File: config.mk
export PLATFORM = sky130hd
export DESIGN_NAME = hbd_host_dac_port
export DESIGN_NICKNAME = d
export VERILOG_FILES = /design/src/hw/hbd_pkg.sv /design/src/hw/hbd_sync.sv /design/src/hw/hbd_pixclk.sv /design/src/hw/hbd_host_dac_port.sv
export SDC_FILE = /design/constraint.sdc
export NUM_CORES = 1
export LEC_CHECK = 0
export BUFFER_PORTS_ARGS = -buffer_cell sky130_fd_sc_hd__buf_2
export CAP_MARGIN = 20
export CORE_MARGIN = 8
export CORE_UTILIZATION = 40
export DETAILED_ROUTE_END_ITERATION = 16
export GPL_TIMING_DRIVEN = 0
export HOLD_SLACK_MARGIN = 0.06
export MAX_ROUTING_LAYER = met4
export PLACE_DENSITY_LB_ADDON = 0.3
export SLEW_MARGIN = 20
export SYNTH_ARGS = -nofsm -noshare
export SYNTH_HDL_FRONTEND = slang
export SYNTH_SLANG_ARGS = --single-unit
File: constraint.sdc
create_clock -name pclk -period 2.6 [get_ports pclk]
set_clock_uncertainty 0.05 [all_clocks]
set_input_delay 0.39 -clock pclk [delete_from_list [all_inputs] [get_ports pclk]]
set_output_delay 0.39 -clock pclk [all_outputs]
set_load 0.005 [all_outputs]
File: src/hw/hbd_pkg.sv
package hbd_pkg;

    // Clock and host wait timing
    localparam int CLK_MHZ = 10;
    localparam int WAIT_NS = 300;
    localparam logic [3:0] WAIT_CYC = 4'((WAIT_NS * CLK_MHZ + 999) / 1000);

    // Strap capture settles once the pin synchroniser is full
    localparam logic [1:0] STRAP_SETTLE = 2'h2;
    localparam int STRAP_CHANNEL_BIT = 2;

    // Width of the synchronised pin vector
    localparam int SYNC_W = 69;

    // APB register byte offsets
    localparam logic [7:0] REG_CTRL = 8'h00;
    localparam logic [7:0] REG_MISC = 8'h04;
    localparam logic [7:0] REG_HOSTDATA = 8'h08;
    localparam logic [7:0] REG_STATUS = 8'h0c;

    // Field positions
    localparam int CTRL_FORCE_BLANK_BIT = 0;
    localparam int CTRL_WIDE_IO_BIT = 1;
    localparam int MISC_CLKSEL_LO = 2;
    localparam int MONITOR_SENSE_BIT = 4;
    localparam int STATUS_SENSE_BIT = 16;
    localparam int STATUS_CHANNEL_BIT = 17;
    localparam int STATUS_ACTIVE_BIT = 18;

    // Reset values
    localparam logic [1:0] CTRL_RST = 2'h0;
    localparam logic [7:0] MISC_RST = 8'h00;
    localparam logic [15:0] HOSTDATA_RST = 16'h0000;

    // Host I/O ports
    localparam logic [15:0] PORT_MISC = 16'h03c2;
    localparam logic [15:0] PORT_PAL_MASK = 16'h03c6;
    localparam logic [15:0] PORT_PAL_RADDR = 16'h03c7;
    localparam logic [15:0] PORT_PAL_DATA = 16'h03c9;

    // Host memory windows
    localparam logic [23:0] ROM_LO = 24'h0c0000;
    localparam logic [23:0] ROM_HI = 24'h0dffff;
    localparam logic [23:0] VRAM_LO = 24'h0a0000;
    localparam logic [23:0] VRAM_HI = 24'h0bffff;

    // Host cycle tracking
    typedef enum logic [0:0] {CYC_IDLE, CYC_ACTIVE} hbd_cyc_e;

endpackage

File: src/hw/hbd_sync.sv
`timescale 1ns/1ns
module hbd_sync import hbd_pkg::*; #(
    parameter int W = SYNC_W
) (
    // Clock and reset
    input wire logic clk,
    input wire logic rst_n,
    // Data
    input wire logic [W-1:0] din,
    output logic [W-1:0] dout
);

    typedef struct packed {
        logic [W-1:0] meta;
        logic [W-1:0] stable;
    } hbd_sync_s;

    hbd_sync_s q_r;
    hbd_sync_s q_nxt;

    // The first stage feeds only the second stage
    always_comb
    begin
        q_nxt = q_r;
        q_nxt.meta = din;
        q_nxt.stable = q_r.meta;
    end

    always_ff @(posedge clk or negedge rst_n)
    begin
        if (!rst_n)
            q_r <= '0;
        else
            q_r <= q_nxt;
    end

    assign dout = q_r.stable;

endmodule

File: src/hw/hbd_pixclk.sv
`timescale 1ns/1ns
module hbd_pixclk import hbd_pkg::*; (
    // Clock and reset
    input wire logic clk,
    input wire logic rst_n,
    // Synchronised video clocks and selection
    input wire logic [2:0] vclk_s,
    input wire logic [1:0] sel,
    // Selected pixel clock
    output logic clk_out
);

    typedef struct packed {
        logic pix;
    } hbd_pixclk_s;

    hbd_pixclk_s q_r;
    hbd_pixclk_s q_nxt;

    // Sampled source only follows video clocks well below the system clock rate
    always_comb
    begin
        q_nxt = q_r;
        case (sel)
            2'h1: q_nxt.pix = vclk_s[1];
            2'h2: q_nxt.pix = vclk_s[2];
            default: q_nxt.pix = vclk_s[0];
        endcase
    end

    always_ff @(posedge clk or negedge rst_n)
    begin
        if (!rst_n)
            q_r <= '0;
        else
            q_r <= q_nxt;
    end

    assign clk_out = q_r.pix;

endmodule

File: src/hw/hbd_host_dac_port.sv
// Design decisions made here: the placing of the registers and the APB slave port.
`timescale 1ns/1ns
module hbd_host_dac_port import hbd_pkg::*; (
    // APB slave
    input wire logic pclk,
    input wire logic presetn,
    input wire logic psel,
    input wire logic penable,
    input wire logic pwrite,
    input wire logic [7:0] paddr,
    input wire logic [31:0] pwdata,
    output logic [31:0] prdata,
    output logic pready,
    output logic pslverr,
    // Host bus pins
    input wire logic [23:0] host_addr,
    input wire logic [15:0] host_data_in,
    output logic [15:0] host_data_out,
    output logic [1:0] host_data_oe,
    input wire logic upper_byte_select_n,
    input wire logic mem_read_strobe_n,
    input wire logic mem_write_strobe_n,
    input wire logic io_read_strobe_n,
    input wire logic io_write_strobe_n,
    input wire logic io_decode_enable_n,
    input wire logic slot_setup_select_n,
    output logic io_wide_ack_n,
    output logic io_wide_ack_oe,
    output logic ready_out,
    output logic ready_oe,
    output logic buffer_dir,
    output logic upper_buffer_enable_n,
    output logic lower_buffer_enable_n,
    output logic rom_wide_select_n,
    // Strap pins
    input wire logic [15:0] vram_data,
    // Video and DAC pins
    input wire logic video_clock_in_0,
    input wire logic video_clock_in_1,
    input wire logic video_clock_in_2,
    input wire logic ext_pixel_data_override_n,
    input wire logic ext_pixel_clock_override_n,
    input wire logic monitor_sense,
    output logic [7:0] pixel_data_out,
    output logic pixel_data_oe,
    output logic pixel_clock_out,
    output logic pixel_clock_oe,
    output logic blanking_n,
    output logic palette_read_strobe_n,
    output logic palette_write_strobe_n,
    // Display pipeline, same clock
    input wire logic [7:0] pixel_stream_in,
    input wire logic pixel_blank_n_in
);

    typedef struct packed {
        hbd_cyc_e cyc;
        logic [1:0] strap_cnt;
        logic strap_done;
        logic [15:0] strap_config;
        logic cmd_n_prev;
        logic is_mem;
        logic is_rd;
        logic [23:0] addr;
        logic bhe_n;
        logic [15:0] wdata;
        logic [1:0] ctrl;
        logic [7:0] misc;
        logic [15:0] hostdata;
        logic [3:0] wait_cnt;
        logic dir;
        logic ubuf_n;
        logic lbuf_n;
        logic rom_n;
        logic iow_oe;
        logic prd_n;
        logic pwr_n;
        logic rdy;
        logic rdy_oe;
        logic [15:0] dout;
        logic [1:0] doe;
        logic [7:0] pix;
        logic pix_oe;
        logic pclk_oe;
        logic blank_n;
        logic pready;
        logic [31:0] prdata;
        logic pslverr;
    } hbd_state_s;

    hbd_state_s q_r;
    hbd_state_s q_nxt;

    logic [SYNC_W-1:0] pins_s;
    logic s_mrd_n, s_mwr_n, s_ior_n, s_iow_n, s_bhe_n, s_io_decode_enable_n_n, s_slot_n;
    logic s_exvid_n, s_expclk_n, s_sense;
    logic [23:0] s_addr;
    logic [15:0] s_data, s_vram;
    logic [2:0] s_vclk;
    logic chan_mode, act;
    logic isa_mem_rd, isa_mem_wr, isa_io_rd, isa_io_wr, isa_strobe;
    logic cmd_low, ch_rd, ch_wr, ch_start;
    logic start_c, end_c, st_mem, st_rd;
    logic port_misc, port_pal, pal_rd_port, in_vram, in_rom, claimed;
    logic wide16, hi_lane, lo_lane;
    logic own_rd_c, drive_c, pal_rd_c, pal_wr_c, own_mem_c, rom_c, card_fb_c;
    logic apb_acc;

    // Every pin passes two flops; address and data settle before the strobe seen behind them
    hbd_sync #(.W(SYNC_W)) u_sync (
        .clk(pclk),
        .rst_n(presetn),
        .din({mem_read_strobe_n, mem_write_strobe_n, io_read_strobe_n, io_write_strobe_n,
              upper_byte_select_n, io_decode_enable_n, slot_setup_select_n,
              ext_pixel_data_override_n, ext_pixel_clock_override_n, monitor_sense,
              host_addr, host_data_in, vram_data,
              video_clock_in_2, video_clock_in_1, video_clock_in_0}),
        .dout(pins_s)
    );

    // Slices of the synchronised pin vector
    assign {s_mrd_n, s_mwr_n, s_ior_n, s_iow_n, s_bhe_n, s_io_decode_enable_n_n, s_slot_n} = pins_s[68:62];
    assign {s_exvid_n, s_expclk_n, s_sense} = pins_s[61:59];
    assign s_addr = pins_s[58:35];
    assign s_data = pins_s[34:19];
    assign s_vram = pins_s[18:3];
    assign s_vclk = pins_s[2:0];

    // Pixel clock source follows the misc output clock select field
    hbd_pixclk u_pixclk (
        .clk(pclk),
        .rst_n(presetn),
        .vclk_s(s_vclk),
        .sel(q_r.misc[MISC_CLKSEL_LO +: 2]),
        .clk_out(pixel_clock_out)
    );

    // Bus personality and strobe mode decode
    assign chan_mode = q_r.strap_config[STRAP_CHANNEL_BIT];
    assign isa_mem_rd = !s_mrd_n;
    assign isa_mem_wr = !s_mwr_n;
    assign isa_io_rd = !s_ior_n && !s_io_decode_enable_n_n;
    assign isa_io_wr = !s_iow_n && !s_io_decode_enable_n_n;
    assign isa_strobe = isa_mem_rd || isa_mem_wr || isa_io_rd || isa_io_wr;

    // Channel mode: status lines low for the command type, command strobe frames the cycle
    assign cmd_low = !s_iow_n;
    assign ch_rd = !s_ior_n && s_mwr_n;
    assign ch_wr = !s_mwr_n && s_ior_n;
    assign ch_start = cmd_low && q_r.cmd_n_prev && (ch_rd || ch_wr);

    // Cycle start and end; nothing is decoded before the straps are in
    assign act = (q_r.cyc == CYC_ACTIVE);
    assign start_c = q_r.strap_done && !act && (chan_mode ? ch_start : isa_strobe);
    assign end_c = act && (chan_mode ? !cmd_low : !isa_strobe);
    assign st_mem = chan_mode ? s_mrd_n : (isa_mem_rd || isa_mem_wr);
    assign st_rd = chan_mode ? ch_rd : (isa_mem_rd || isa_io_rd);

    // Address decode on the latched cycle
    assign port_misc = !q_r.is_mem && (q_r.addr[15:0] == PORT_MISC);
    assign port_pal = !q_r.is_mem && (q_r.addr[15:0] >= PORT_PAL_MASK) && (q_r.addr[15:0] <= PORT_PAL_DATA);
    assign pal_rd_port = port_pal && (q_r.addr[15:0] != PORT_PAL_RADDR);
    assign in_vram = q_r.is_mem && (q_r.addr >= VRAM_LO) && (q_r.addr <= VRAM_HI);
    assign in_rom = q_r.is_mem && (q_r.addr >= ROM_LO) && (q_r.addr <= ROM_HI);
    assign claimed = port_misc || port_pal || in_vram;

    // Byte lanes: odd 8-bit cycles use the low lane, odd high-byte cycles the high lane
    assign wide16 = !q_r.addr[0] && !q_r.bhe_n;
    assign hi_lane = !q_r.bhe_n;
    assign lo_lane = !(q_r.addr[0] && !q_r.bhe_n);

    // Qualified cycle terms
    assign own_rd_c = act && q_r.is_rd && claimed;
    assign drive_c = act && q_r.is_rd && (in_vram || port_misc);
    assign pal_rd_c = act && q_r.is_rd && pal_rd_port;
    assign pal_wr_c = act && !q_r.is_rd && port_pal;
    assign own_mem_c = act && in_vram;
    assign rom_c = act && in_rom;
    assign card_fb_c = act && claimed && s_slot_n;
    assign apb_acc = psel && penable;

    // Next state of everything
    always_comb
    begin
        logic [15:0] rd_word;
        rd_word = 16'h0000;
        q_nxt = q_r;
        q_nxt.cmd_n_prev = !cmd_low;

        // Straps are taken once the synchroniser holds post-reset pin levels
        if (!q_r.strap_done)
        begin
            if (q_r.strap_cnt == STRAP_SETTLE)
            begin
                q_nxt.strap_config = s_vram;
                q_nxt.strap_done = 1'b1;
            end
            else
                q_nxt.strap_cnt = q_r.strap_cnt + 2'h1;
        end

        // Host cycle tracking
        case (q_r.cyc)
            CYC_IDLE:
            begin
                if (start_c)
                begin
                    q_nxt.cyc = CYC_ACTIVE;
                    q_nxt.is_mem = st_mem;
                    q_nxt.is_rd = st_rd;
                    q_nxt.addr = s_addr;
                    q_nxt.bhe_n = s_bhe_n;
                    q_nxt.wait_cnt = WAIT_CYC;
                end
            end
            CYC_ACTIVE:
            begin
                q_nxt.wdata = s_data;
                if (q_r.wait_cnt != 4'h0)
                    q_nxt.wait_cnt = q_r.wait_cnt - 4'h1;
                if (end_c)
                begin
                    q_nxt.cyc = CYC_IDLE;
                    if (!q_r.is_rd && port_misc)
                        q_nxt.misc = q_r.wdata[7:0];
                end
            end
            default: q_nxt.cyc = CYC_IDLE;
        endcase

        // Host read data: video window from the host data register, port 3C2 shows the sense pin
        rd_word[MONITOR_SENSE_BIT] = s_sense;
        if (in_vram)
            rd_word = q_r.hostdata;
        if (q_r.addr[0] && q_r.bhe_n)
            q_nxt.dout = {8'h00, rd_word[15:8]};
        else
            q_nxt.dout = rd_word;
        q_nxt.doe = drive_c ? {hi_lane, lo_lane} : 2'h0;

        // Buffer steering
        q_nxt.dir = own_rd_c;
        q_nxt.ubuf_n = !(act && claimed && hi_lane);
        q_nxt.lbuf_n = !(act && claimed && lo_lane);

        // Dual-function pins follow the personality
        q_nxt.rom_n = chan_mode ? !card_fb_c : !rom_c;
        q_nxt.iow_oe = !chan_mode && act && !q_r.is_mem && claimed && q_r.ctrl[CTRL_WIDE_IO_BIT];

        // Palette strobes
        q_nxt.prd_n = !pal_rd_c;
        q_nxt.pwr_n = !pal_wr_c;

        // Ready is driven only for video memory, low until the wait count runs out
        q_nxt.rdy_oe = own_mem_c;
        q_nxt.rdy = (q_r.wait_cnt == 4'h0);

        // DAC side
        q_nxt.pix = pixel_stream_in;
        q_nxt.pix_oe = s_exvid_n;
        q_nxt.pclk_oe = s_expclk_n;
        q_nxt.blank_n = pixel_blank_n_in && !q_r.ctrl[CTRL_FORCE_BLANK_BIT];

        // APB: one wait state, read data set with pready
        q_nxt.pready = apb_acc && !q_r.pready;
        if (apb_acc && !q_r.pready)
        begin
            q_nxt.prdata = 32'h00000000;
            q_nxt.pslverr = 1'b0;
            case (paddr)
                REG_CTRL: q_nxt.prdata[1:0] = q_r.ctrl;
                REG_MISC: q_nxt.prdata[7:0] = q_r.misc;
                REG_HOSTDATA: q_nxt.prdata[15:0] = q_r.hostdata;
                REG_STATUS:
                begin
                    q_nxt.prdata[15:0] = q_r.strap_config;
                    q_nxt.prdata[STATUS_SENSE_BIT] = s_sense;
                    q_nxt.prdata[STATUS_CHANNEL_BIT] = chan_mode;
                    q_nxt.prdata[STATUS_ACTIVE_BIT] = act;
                end
                default: q_nxt.pslverr = 1'b1;
            endcase
        end

        // APB writes land on the completing edge; a software misc write beats a host one
        if (apb_acc && q_r.pready && pwrite)
        begin
            case (paddr)
                REG_CTRL: q_nxt.ctrl = pwdata[1:0];
                REG_MISC: q_nxt.misc = pwdata[7:0];
                REG_HOSTDATA: q_nxt.hostdata = pwdata[15:0];
                default: q_nxt.hostdata = q_r.hostdata;
            endcase
        end
    end

    // State register
    always_ff @(posedge pclk or negedge presetn)
    begin
        if (!presetn)
        begin
            q_r <= '0;
            q_r.cyc <= CYC_IDLE;
            q_r.cmd_n_prev <= 1'b1;
            q_r.ctrl <= CTRL_RST;
            q_r.misc <= MISC_RST;
            q_r.hostdata <= HOSTDATA_RST;
            q_r.ubuf_n <= 1'b1;
            q_r.lbuf_n <= 1'b1;
            q_r.rom_n <= 1'b1;
            q_r.prd_n <= 1'b1;
            q_r.pwr_n <= 1'b1;
            q_r.blank_n <= 1'b0;
        end
        else
            q_r <= q_nxt;
    end

    // Outputs straight from the state register, except the wide ack pin, which is tied low
    assign prdata = q_r.prdata;
    assign pready = q_r.pready;
    assign pslverr = q_r.pslverr;
    assign host_data_out = q_r.dout;
    assign host_data_oe = q_r.doe;
    assign io_wide_ack_n = 1'b0; // Pin only ever pulls low; the enable does the signalling
    assign io_wide_ack_oe = q_r.iow_oe;
    assign ready_out = q_r.rdy;
    assign ready_oe = q_r.rdy_oe;
    assign buffer_dir = q_r.dir;
    assign upper_buffer_enable_n = q_r.ubuf_n;
    assign lower_buffer_enable_n = q_r.lbuf_n;
    assign rom_wide_select_n = q_r.rom_n;
    assign pixel_data_out = q_r.pix;
    assign pixel_data_oe = q_r.pix_oe;
    assign pixel_clock_oe = q_r.pclk_oe;
    assign blanking_n = q_r.blank_n;
    assign palette_read_strobe_n = q_r.prd_n;
    assign palette_write_strobe_n = q_r.pwr_n;

    // Checks
    chk_dir_own_read: assert property (@(posedge pclk) disable iff (!presetn)
        buffer_dir |-> $past(own_rd_c)) else $error("direction high outside own read");
    chk_pal_read_ports: assert property (@(posedge pclk) disable iff (!presetn)
        pal_rd_c |=> !palette_read_strobe_n) else $error("palette read strobe missed");
    chk_pal_read_quiet: assert property (@(posedge pclk) disable iff (!presetn)
        !palette_read_strobe_n |-> $past(act && q_r.is_rd && !q_r.is_mem)) else $error("stray palette read");
    chk_pal_write_ports: assert property (@(posedge pclk) disable iff (!presetn)
        !palette_write_strobe_n |-> $past(pal_wr_c)) else $error("stray palette write");
    chk_ready_mem_only: assert property (@(posedge pclk) disable iff (!presetn)
        ready_oe |-> $past(own_mem_c)) else $error("ready driven outside video memory");
    chk_ready_wait_end: assert property (@(posedge pclk) disable iff (!presetn)
        $rose(ready_oe) |-> !ready_out ##[1:4] (ready_out || !ready_oe)) else $error("ready never released");
    chk_data_own_read: assert property (@(posedge pclk) disable iff (!presetn)
        (host_data_oe != 2'h0) |-> $past(drive_c)) else $error("data driven on foreign cycle");
    chk_wide_both_lanes: assert property (@(posedge pclk) disable iff (!presetn)
        (host_data_oe == 2'h3) |-> $past(wide16)) else $error("both lanes on narrow cycle");
    chk_rom_window_sel: assert property (@(posedge pclk) disable iff (!presetn)
        (!chan_mode && !rom_wide_select_n) |-> $past(rom_c)) else $error("rom select outside window");
    chk_pix_override: assert property (@(posedge pclk) disable iff (!presetn)
        !s_exvid_n |=> !pixel_data_oe) else $error("pixel data driven under override");
    chk_mode_stable: assert property (@(posedge pclk) disable iff (!presetn)
        q_r.strap_done |=> $stable(q_r.strap_config)) else $error("strap changed after capture");

endmodule

# Word-level counts from Yosys, hierarchy flattened
# Index checks and enable logic that the tools add are counted.
# totals
out_inout_bits,74
in_bits,123
ff_bits,284
wordCells,163
# classes
muxes,28
eq_ne,10
bitwise_logic,3
reduce_logical,79
magnitude_cmp,6
add_sub_neg,2
# op_table
cell,n
">= comparator 24 x 20 -> 1 bit, second input constant",2
"less-or-equal comparator 24 x 20 -> 1 bit, second input constant",2
2-to-1 mux 16 bit,3
logical AND 1 bit,41
2-to-1 mux 17 bit,2
2-to-1 mux 8 bit,4
2-to-1 mux 24 bit,1
logical NOT 1 bit,20
one-hot mux 6 bit (3 select lines),1
"equality test 16 x 10 -> 1 bit, second input constant",1
"equality test 8 x 4 -> 1 bit, second input constant",2
">= comparator 16 x 10 -> 1 bit, second input constant",1
"less-or-equal comparator 16 x 10 -> 1 bit, second input constant",1
"inequality test 16 x 10 -> 1 bit, second input constant",1
one-hot mux 8 bit (2 select lines),1
AND reduction 2 bit,6
"equality test 8 x 3 -> 1 bit, second input constant",1
logical NOT 8 bit,1
logical OR 1 bit,8
2-to-1 mux 1 bit,8
2-to-1 mux 4 bit,2
one-hot mux 2 bit (4 select lines),1
one-hot mux 4 bit (2 select lines),1
"equality test 2 bit, second input constant",2
other kinds (12),15

# Longest topological paths before layout
# Gate-level depths: netlist of run 1.
# depth
word_depth,11
depth_mapped,8
depth_no_buf,7

# Modules after synthesis
# A second synthesis of run 1 with hierarchy kept.
# unflattened
cells_unflattened,711
area_unflattened_um2,9850.7
# modules_own_cells
mod,cells_each,instances,seq_area_each_um2,area_each_um2
hbd_host_dac_port,565,1,3611.0,6323.6
hbd_sync,138,1,3453.3,3453.3
hbd_pixclk,8,1,25.0,73.8

# Least setup slack after synthesis of run 1
# No wires, ideal clock.
# synth_path
path_type,reg2reg
startpoint,reg u_sync.q_r (netlist bit u_sync.dout[66])
endpoint,reg q_r[134] in the netlist's numbering
required_time_ns,2.433
path_stages_with_launch,9
n_path_buf,1
period_less_slack_ns,2.017
setup_ns,0.117
setup_slack_ns,0.583
arrival_time_ns,1.850
cell_sequence,dfrtp_1 > inv_1 > ha_1 > or3b_2 > a21oi_1 > o21ai_1 > clkbuf_1 > nand2_1 > nand2_1
# synth_between
elab_chain_len,7
elab_cells_between_ends,11
cone_classes,1 x mux; 10 x reduce/logical
# synth_rtl
element,line_no,source
"start, declared",hbd_sync.sv:18,hbd_sync_s q_r;
"start signal, assigned",hbd_sync.sv:34,q_r <= q_nxt;
logical NOT 1 bit,"hbd_host_dac_port.sv:142, hbd_host_dac_port.sv:148",
logical AND 1 bit (on tied branches),"hbd_host_dac_port.sv:142, hbd_host_dac_port.sv:148",
logical OR 1 bit (on tied branches),"hbd_host_dac_port.sv:144, hbd_host_dac_port.sv:150",
logical OR 1 bit / logical AND 1 bit (equally long branches),"hbd_host_dac_port.sv:144, hbd_host_dac_port.sv:150",
2-to-1 mux 1 bit (*),hbd_host_dac_port.sv:154,assign start_c = q_r.strap_done && !act && (chan_mode ? ch_start : isa_strobe);
logical AND 1 bit (*),hbd_host_dac_port.sv:154,
AND reduction 2 bit (no source line) (*),n/a,
"end signal, assigned",hbd_host_dac_port.sv:316,q_r <= q_nxt;
"end, declared",hbd_host_dac_port.sv:91,hbd_state_s q_r;
# Mark *: on every way between the ends. The rest lies on a longest branch, timed or not.
# A chain may end at the register's enable or synchronous reset.

# Worst setup path in the final report of run 1
# layout_path
startpoint,reg u_sync.q_r (netlist bit u_sync.dout[66])
endpoint,reg q_r[139] in the netlist's numbering
# Same word-level chain as after synthesis.

==> results.cfg, run 1 <==
[outcome]
outcome = completed

[worst_setup_path]
cp_max_fo = 10
slowest_delay_ps = 430
cpMaxStageDelayCell = or3b_2
critPathArrivalTime_ps = 2700
required_ps = 2960
endpoint_kind = register
cp_top_family = simple AND/OR/NAND/NOR gates
critPathKind = reg -> reg
crit_top_cell = nand2_1
cp_cell_sequence = inv_1 -> ha_1 -> or3b_2 -> a21oi_1 -> o21ai_1 -> clkbuf_1 -> nand2_1 -> nand2_1
cp_num_buf_inv = 2
cp-start-kind = register

[synth]
ys_warn_count = 0
ys_async_sr_fraction_pct = 100
avgSynthCellArea_um2 = 13.4
synth-edff-count = 0
ys_ff_latch = 265
syn_area_mm2 = 0.00935
yosysTopAreaCellShare_pct = 69.3
synth_top_cells_by_count = dfrtp_1 (259), nand2_1 (111), buf_4 (59), mux2_2 (48), nor2_1 (38)
synth.distinct_cells = 48
synth_cells = 696
synth_area_leaders = dfrtp_1 (69%), mux2_2 (5.8%), buf_4 (4.7%)
synth_top_area_cell = dfrtp_1
synthFlopType = dfrtp_1
synthMostInstantiatedCell = dfrtp_1
seq_area_frac_synth_pct = 71.0

[power]
vdd_drop_max_mv = 0.509
static-leakage-power_nw = 6.11
power_mw = 9.83
cellPowerDensity_mw_per_mm2 = 790

[placed_design]
place_area_mm2 = 0.0106
gp_congestion = 0.805
io_buffer_count = 157
dp_slack_ps = 164
hpwl_um = 13600

[cts]
cts-root-buf = clkbuf_16
cts.sinks = 265
clk_pin_slew_ps = 70
cts_buffers = 27
cts_tree = yes
clk_latency_ps = 520
cts_max_level = 1
cts_max_path_buffers = 3

[drt]
initialDrtViolationCount = 344
route.vias.total = 5792
drtAntennaViolNets = 0
drt-total-wl_um = 19800
avgViaCountPerCell = 4.38
drcViolationCount = 0
drt-wirelength-per-cell_um = 15.0
first_pass_iters = 4

[global_route]
globalRoute.totalOverflow = 0
grt_max_degree = 99
grtUsageTotal_pct = 14.5
grt_pass1_wl_um = 32500
grt_pass1_vias = 6304
antenna_found_initial = 1

[floorplanning]
die_area_mm2 = 0.0285
die_y_um = 169
start_util_pct = 40.3
fp.dieW_um = 169
core_mm2 = 0.0232
num_rows = 56
pin_count = 197

[sta]
final.period_utilization_pct = 89.9
setup_ws_ps = 264
max_clock_freq_mhz = 428
tightest_slew_ps = 689
tns_ps = 0
maxSlewViolCount = 0
timing.final.hold_violations = 0
slew_headroom_pct = 54.1
rsz0062_at_grt = false
setup_viol = 0
period_minus_slack_ps = 2340

[cells_and_area]
nets = 1109
post-route-util_pct = 53.6
area_growth_syn_to_layout_pct = 33.0
final_area_mm2 = 0.0124
layout-drive-gt1-share_pct = 33.5

[worst_hold_path]
hold_path.class = in -> reg

[run]
cap_violations = 0
[timing repair]
action / 4_1_cts / 5_1_grt
hold buffers: 83 / 0
setup buffers: 0 / 0
setup endpoints to repair: 0 / 1
hold endpoints to repair: 151 / 0
resized for setup: 0 / 1
[layout make-up]
class                           instances  area [µm²]
Timing Repair Buffer                  242        1680
Clock buffer                           31         731
Inverter                                9        33.8
Tap cell                              319         399
Multi-Input combinational cell        351        2180
Fill cell                            1961       10800
Buffer                                 84         551
Antenna cell                            1        2.50
Clock inverter                         19         219
Sequential cell                       265        6640
[power by group]
group / internal [mW] / switching (mW)
Combinational: 0.496 / 0.537
Clock: 2.42 / 1.60
Sequential: 4.52 / 0.247
Total: 7.44 / 2.39
[sequential cells by signal (all words and copies together) (netlist names), 2 cells and up]
signal	count
q_r	83
u_sync.q_nxt	60
prdata	19
host_data_out	16
pixel_data_out	8
u_sync.dout	60
host_data_oe	2
[per-stage QoR]
| step | cells | hold WS [ps] |
|---|---|---|
| 6_report | 1321 | 97.4 |
| 3_3_place_gp | 1185 | 283 |
| 2_1_floorplan | 709 | 44.4 |
| 3_5_place_dp | 1187 | 285 |
| 4_1_cts | 1320 | 67.1 |
| 5_1_grt | 1321 | 74.4 |
[path summary, 6_finish.rpt]
check                                     startpoint                           to  slack, ps  cells past startpoint
setup / recovery           u_sync.dout[66]$_DFF_PN0_         q_r[139]$_DFFE_PN0P_        260                      8
hold / removal                             pwdata[0]          q_r[76]$_DFFE_PN0P_        100                      2
setup reg to reg           u_sync.dout[66]$_DFF_PN0_         q_r[139]$_DFFE_PN0P_        260                      8
hold reg to reg            u_sync.q_nxt[8]$_DFF_PN0_     u_sync.dout[8]$_DFF_PN0_        290                      0
max in group asynchronous                    presetn   host_data_out[9]$_DFF_PN0_       1260                      3
min in group asynchronous                    presetn  pixel_data_out[5]$_DFF_PN0_        370                      2
[placed cells by master (no fill, tap or decap), types with 4 or more instances in the layout]
master	count
clkbuf_8	4
a221oi_1	10
nor2b_1	5
mux2_2	48
dfstp_2	6
clkbuf_1	18
mux2i_1	12
nand3_1	7
a22o_1	12
dfrtp_1	259
bufinv_16	4
conb_1	14
clkinv_2	7
clkbuf_16	27
ha_1	6
nor2_1	38
buf_2	161
clkinvlp_4	5
o21ai_0	9
inv_1	9
nand2_1	111
dlygate4sd3_1	83
and2_1	10
buf_4	59
nand2b_1	4
nor3_1	5
a21oi_1	21
[per-layer routing]
layer | vias to the layer above | part of all wire [%] | track usage (%)
li1 | 2819 | - | -
met2 | 161 | 48 | 23.4
met4 | 0 | 1.4 | 3.18
met5 | - | 0 | -
met3 | 26 | 6.8 | 3.24
met1 | 2786 | 44 | 18.6
[cells by family (layout without fill, tap and decap cells)]
| group | after synthesis | after routing | share of synthesized area, % |
|---|---|---|---|
| flops | 265 | 265 | 71.0 |
| xor+xnor | 3 | 3 | 0.281 |
| mux | 60 | 60 | 7.07 |
| compound gates | 64 | 64 | 4.67 |
| fa+ha+maj | 6 | 6 | 0.803 |
| other cells | 1 | 15 | 0.0401 |
| buf+inv | 93 | 385 | 6.25 |
| simple gates | 204 | 204 | 9.88 |
No activity file was read; power rests on OpenSTA's default activity.
==> run 2, diff against run 1 <==
- CTS_BUF_LIST: unset -> sky130_fd_sc_hd__clkbuf_2
- clock period: 2.6 -> 2.5 ns (I/O delays scaled with it)
==> run 2 against run 1 <==
Compared with the run above: sequential share of layout area rose by 0.97 points; largest cell class unchanged; first-iteration DRC count fell by 7.3%; sequential power increased by 4%; non-clock buffer count rose by 12; cell area fell by 1.8%; sequential cell count unchanged; combinational power rose by 7%; register-to-register slack got worse by 20 ps; wire length rose by 3.1%; critical path depth increased by 1; total power shrank 10%; critical endpoint is now prdata[9]$_DFFE_PN0P_.
==> results.cfg, run 2 (synthesis gave the netlist of run 1 again) <==
[outcome]
outcome = completed

[placed_design]
gp_congestion = 0.805
hpwl_um = 13600
io_buffer_count = 157
dp.cells = 1187

[floorplanning]
fp.dieW_um = 169
start_util_pct = 40.3
die_y_um = 169
num_rows = 56
core_mm2 = 0.0232
die_area_mm2 = 0.0285
pin_count = 197

[drt]
initialDrtViolationCount = 319
first_pass_iters = 4
drt-total-wl_um = 20400
drt-wirelength-per-cell_um = 14.6
avgViaCountPerCell = 4.36
drcViolationCount = 0
drtAntennaViolNets = 0
route.vias.total = 6092

[global_route]
globalRoute.totalOverflow = 0
antenna_found_initial = 1
grt_pass1_vias = 6863
grtUsageTotal_pct = 15.3
grt_max_degree = 99
grt_pass1_wl_um = 33800

[worst_setup_path]
required_ps = 3150
critPathKind = in -> reg
cp_max_fo = 10
reg2reg_slack_ps = 240
cp-start-kind = primary input
endpoint_kind = register
critPathArrivalTime_ps = 2950

[power]
switching_share_pct = 27.6
pwr-share-clk_pct = 31.4
p_comb_share_pct = 12.4
seq_power_share_pct = 56.1
p_sw_mw = 2.44
cellPowerDensity_mw_per_mm2 = 723
power_mw = 8.83
intPower_mw = 6.39
static-leakage-power_nw = 6.18
vdd_drop_max_mv = 0.469

[sta]
rsz0062_at_grt = true
slew_headroom_pct = 55.5
timing.final.hold_violations = 0
tightest_slew_ps = 665
whs_ps = 188
setup_viol = 0
max_clock_freq_mhz = 434
period_minus_slack_ps = 2300
final.period_utilization_pct = 92.1
tns_ps = 0
maxSlewViolCount = 0

[cells_and_area]
layout-drive-gt1-share_pct = 36.5
fillers = 2056
mostFrequentLayoutCells = dfrtp_1 (259), buf_2 (161), nand2_1 (111)
nets = 1163
final_common_cell = dfrtp_1
area_growth_syn_to_layout_pct = 30.6
finalNonFillerCells = 1398
largest_reg_flops = 83
top_register = q_r

[run]
cap_violations = 0

[cts]
cts_buffers = 69
cts.sinks = 265
clk_pin_slew_ps = 100
cts_tree = yes
clk_latency_ps = 740
cts_setup_buffers = 0
cts_max_level = 3
cts-root-buf = clkbuf_2
cts_max_path_buffers = 3

[worst_hold_path]
hold_path.class = in -> reg
[run 2: changes by cell type in the layout (fill, tap and decap cells not counted), moves of 4 or more]
| cell | change |
|---|---|
| clkinv_2 | -6 |
| clkinvlp_4 | -5 |
| clkbuf_8 | -4 |
| clkinv_1 | +10 |
| clkbuf_2 | +101 |
| clkbuf_16 | -27 |
| dlygate4sd3_1 | +11 |
[run 2: layout make-up]
| type | instances | area (µm²) | share of cell area, % |
|---|---|---|---|
| Sequential cell | 265 | 6640 | 54.4 |
| Multi-Input combinational cell | 351 | 2180 | 17.9 |
| Timing Repair Buffer | 254 | 1820 | 14.9 |
| Buffer | 84 | 552 | 4.52 |
| Clock buffer | 100 | 500 | 4.10 |
| Tap cell | 319 | 399 | 3.27 |
| Clock inverter | 15 | 83.8 | 0.686 |
| Inverter | 9 | 33.8 | 0.277 |
| Antenna cell | 1 | 2.50 | 0.0205 |
[run 2: timing repair]
item,CTS,global route
endpoints found under the setup margin,0,9
resized for setup,0,4
endpoints found under the hold margin,364,0
hold buffers,95,0
[run 2: layer usage]
layer  share of wire, %  up-vias  global-route usage [%]
li1                   -     2963                       -
met1                 42     2897                    18.2
met2                 49      195                    24.3
met3                7.3       37                    4.36
met4                1.9        0                    6.17
met5                  0        -                       -
[run 2: power groups by stage]
| stage | Combinational (mW) | Sequential (mW) | Clock (mW) |
|---|---|---|---|
| floorplan | 0.623 | 4.95 | 0 |
| global placement | 0.953 | 5.03 | 0 |
| detailed placement | 0.987 | 5.04 | 0 |
| CTS | 1.11 | 4.96 | 2.93 |
| global route | 1.26 | 5.01 | 3.17 |
| finish | 1.10 | 4.96 | 2.77 |
[run 2: path summary, 6_finish.rpt]
| check | start | cells past startpoint | to |
|---|---|---|---|
| min in group asynchronous | presetn | 3 | q_r[78]$_DFFE_PN0P_ |
| worst min register to register | u_sync.q_nxt[44]$_DFF_PN0_ | 0 | u_sync.dout[44]$_DFF_PN0_ |
| max in group asynchronous | presetn | 4 | lower_buffer_enable_n$_DFF_PN1_ |
| worst max register to register | u_sync.dout[66]$_DFF_PN0_ | 8 | q_r[141]$_DFFE_PN0P_ |
| worst max-delay path | paddr[6] | 9 | prdata[9]$_DFFE_PN0P_ |
| worst min-delay path | paddr[1] | 5 | q_r[100]$_DFFE_PN0P_ |
[run 2: stage by stage]
stage / util [%] / worst slack (ps) / cell area (µm²)
after global placement: 45.6 / -3710 / 10600
after floorplan: - / 483 / 9400
after global routing: 52.7 / -25.6 / 12200
after CTS: 52.6 / 38.3 / 12200
after detailed placement: 45.9 / 64.0 / 10600
final: 52.7 / 198 / 12200
[run 2: critical path, stage by stage]
cell	delay, ps
dlygate4sd3_1	530
buf_2	120
nor2_1	90
dlygate4sd3_1	560
and3_1	230
and3_1	290
clkbuf_1	450
a221oi_1	190
nor2_1	110
==> run 3, diff against run 2 <==
- CTS_CLUSTER_DIAMETER: unset -> 150
- SYNTH_HIERARCHICAL: unset -> 1
==> run 3 against run 2 <==
Compared with the run above: final cell count is 0.36% higher; utilization is 0.70 points higher; fmax is 0.33% higher; synthesized area is 0.55% higher; highest routed layer unchanged.
==> results.cfg, run 3 <==
[cts]
cts-root-buf = clkbuf_2
cts.sinks = 265
cts_buffers = 70
cts_max_level = 3
cts_tree = yes
clk_pin_slew_ps = 90
clk_latency_ps = 800
cts_max_path_buffers = 3

[global_route]
grtUsageTotal_pct = 15.3
globalRoute.totalOverflow = 0
antenna_found_initial = 2
grt_max_degree = 98
grt_pass1_wl_um = 33600
grt_pass1_vias = 6716

[synth]
ys_warn_count = 6
synth_cells = 693
avgSynthCellArea_um2 = 13.6
syn_area_mm2 = 0.00940

[sta]
tns_ps = 0
rsz0062_at_grt = false
tightest_slew_ps = 791
timing.final.hold_violations = 0
setup_viol = 0
whs_ps = 120
maxSlewViolCount = 0
max_clock_freq_mhz = 436
slew_headroom_pct = 47.2
period_minus_slack_ps = 2290
final.period_utilization_pct = 91.8

[drt]
route.layer.met1.wl_um = 9080
first_pass_iters = 4
drt-total-wl_um = 20800
avgViaCountPerCell = 4.31
drtAntennaViolNets = 0
route.vias.total = 6041
top_layer_used = met4
route.met2.wl_um = 9830
met3_length_um = 1350
drcViolationCount = 0
initialDrtViolationCount = 296
drt-wirelength-per-cell_um = 14.8

[power]
power_mw = 9.29
vdd_drop_max_mv = 0.390
static-leakage-power_nw = 6.30
cellPowerDensity_mw_per_mm2 = 748

[cells_and_area]
multi_input_comb_area_mm2 = 0.00222
register_area_mm2 = 0.00664
mostFrequentLayoutCells = dfrtp_1 (259), buf_2 (159), nand2_1 (123)
layout-drive-gt1-share_pct = 37.8
top_register = q_r
area_growth_syn_to_layout_pct = 32.1
fillers = 2064
nets = 1162
post-route-util_pct = 53.4
final_common_cell = dfrtp_1
largest_reg_flops = 83

[floorplanning]
pin_count = 197
core_mm2 = 0.0233
num_rows = 56
start_util_pct = 40.4
die_y_um = 169
fp.dieW_um = 169
die_area_mm2 = 0.0287

[worst_setup_path]
cp-start-kind = register
critPathArrivalTime_ps = 2900
endpoint_kind = register
required_ps = 3110
cp_max_fo = 3
critPathKind = reg -> reg

[run]
cap_violations = 0

[worst_hold_path]
hold_path.class = in -> reg

[placed_design]
hpwl_um = 13900
io_buffer_count = 157
gp_congestion = 0.766

[outcome]
outcome = completed
## run 3: metal layers
| layer | track usage (%) | up-vias |
|---|---|---|
| met4 | 6.93 | 0 |
| li1 | - | 2951 |
| met1 | 18.4 | 2865 |
| met2 | 23.6 | 189 |
| met5 | - | - |
| met3 | 4.65 | 36 |
## run 3: final cells by class
type                       instances  area share [%]
sequential                       265            53.5
multi-input combinational        349            17.9
timing repair buffer             256            14.8
buffer                            82            4.51
clock buffer                     110            4.43
tap                              319            3.22
clock inverter                    11            1.39
inverter                           9           0.272
antenna                            2          0.0403
## run 3: path summary, 6_finish.rpt
path	start	to	slack, ps	cells after the start
max reg2reg	pready$_DFF_PN0_	q_r[100]$_DFFE_PN0P_	210	6
min reg2reg	u_sync/q_nxt[10]$_DFF_PN0_	u_sync/dout[10]$_DFF_PN0_	260	0
min	paddr[3]	prdata[1]$_DFFE_PN0P_	120	4
max in group asynchronous	presetn	u_sync/dout[8]$_DFF_PN0_	570	5
min in group asynchronous	presetn	u_sync/dout[42]$_DFF_PN0_	600	3
max	pready$_DFF_PN0_	q_r[100]$_DFFE_PN0P_	210	6
## run 3: timing repair
action,4_1_cts,5_1_grt
endpoints found under the hold margin,274,0
setup endpoints to repair,0,27
buffers inserted,0,0
resized for setup,0,6
hold buffers,97,0
## run 3: power breakdown
part | internal, mW | total, mW | switching, mW
registers | 4.68 | 4.93 | 0.251
clock network | 1.66 | 3.32 | 1.66
logic | 0.493 | 1.04 | 0.548
## run 3: through the flow
stage | cells | area (µm²) | worst slack (ps)
floorplan | 706 | 9450 | 387
global placement | 1182 | 10600 | -3730
detailed placement | 1184 | 10700 | 39.0
CTS | 1402 | 12400 | 30.3
global route | 1403 | 12400 | 34.7
finish | 1403 | 12400 | 205
## run 3: worst max-delay path, stage by stage, from the launching register on
cell           delay [ps]
dfrtp_1               390
nand4_1               120
nor2_1                 60
dlygate4sd3_1         550
nand3b_1               80
dlygate4sd3_1         590
mux2_2                340
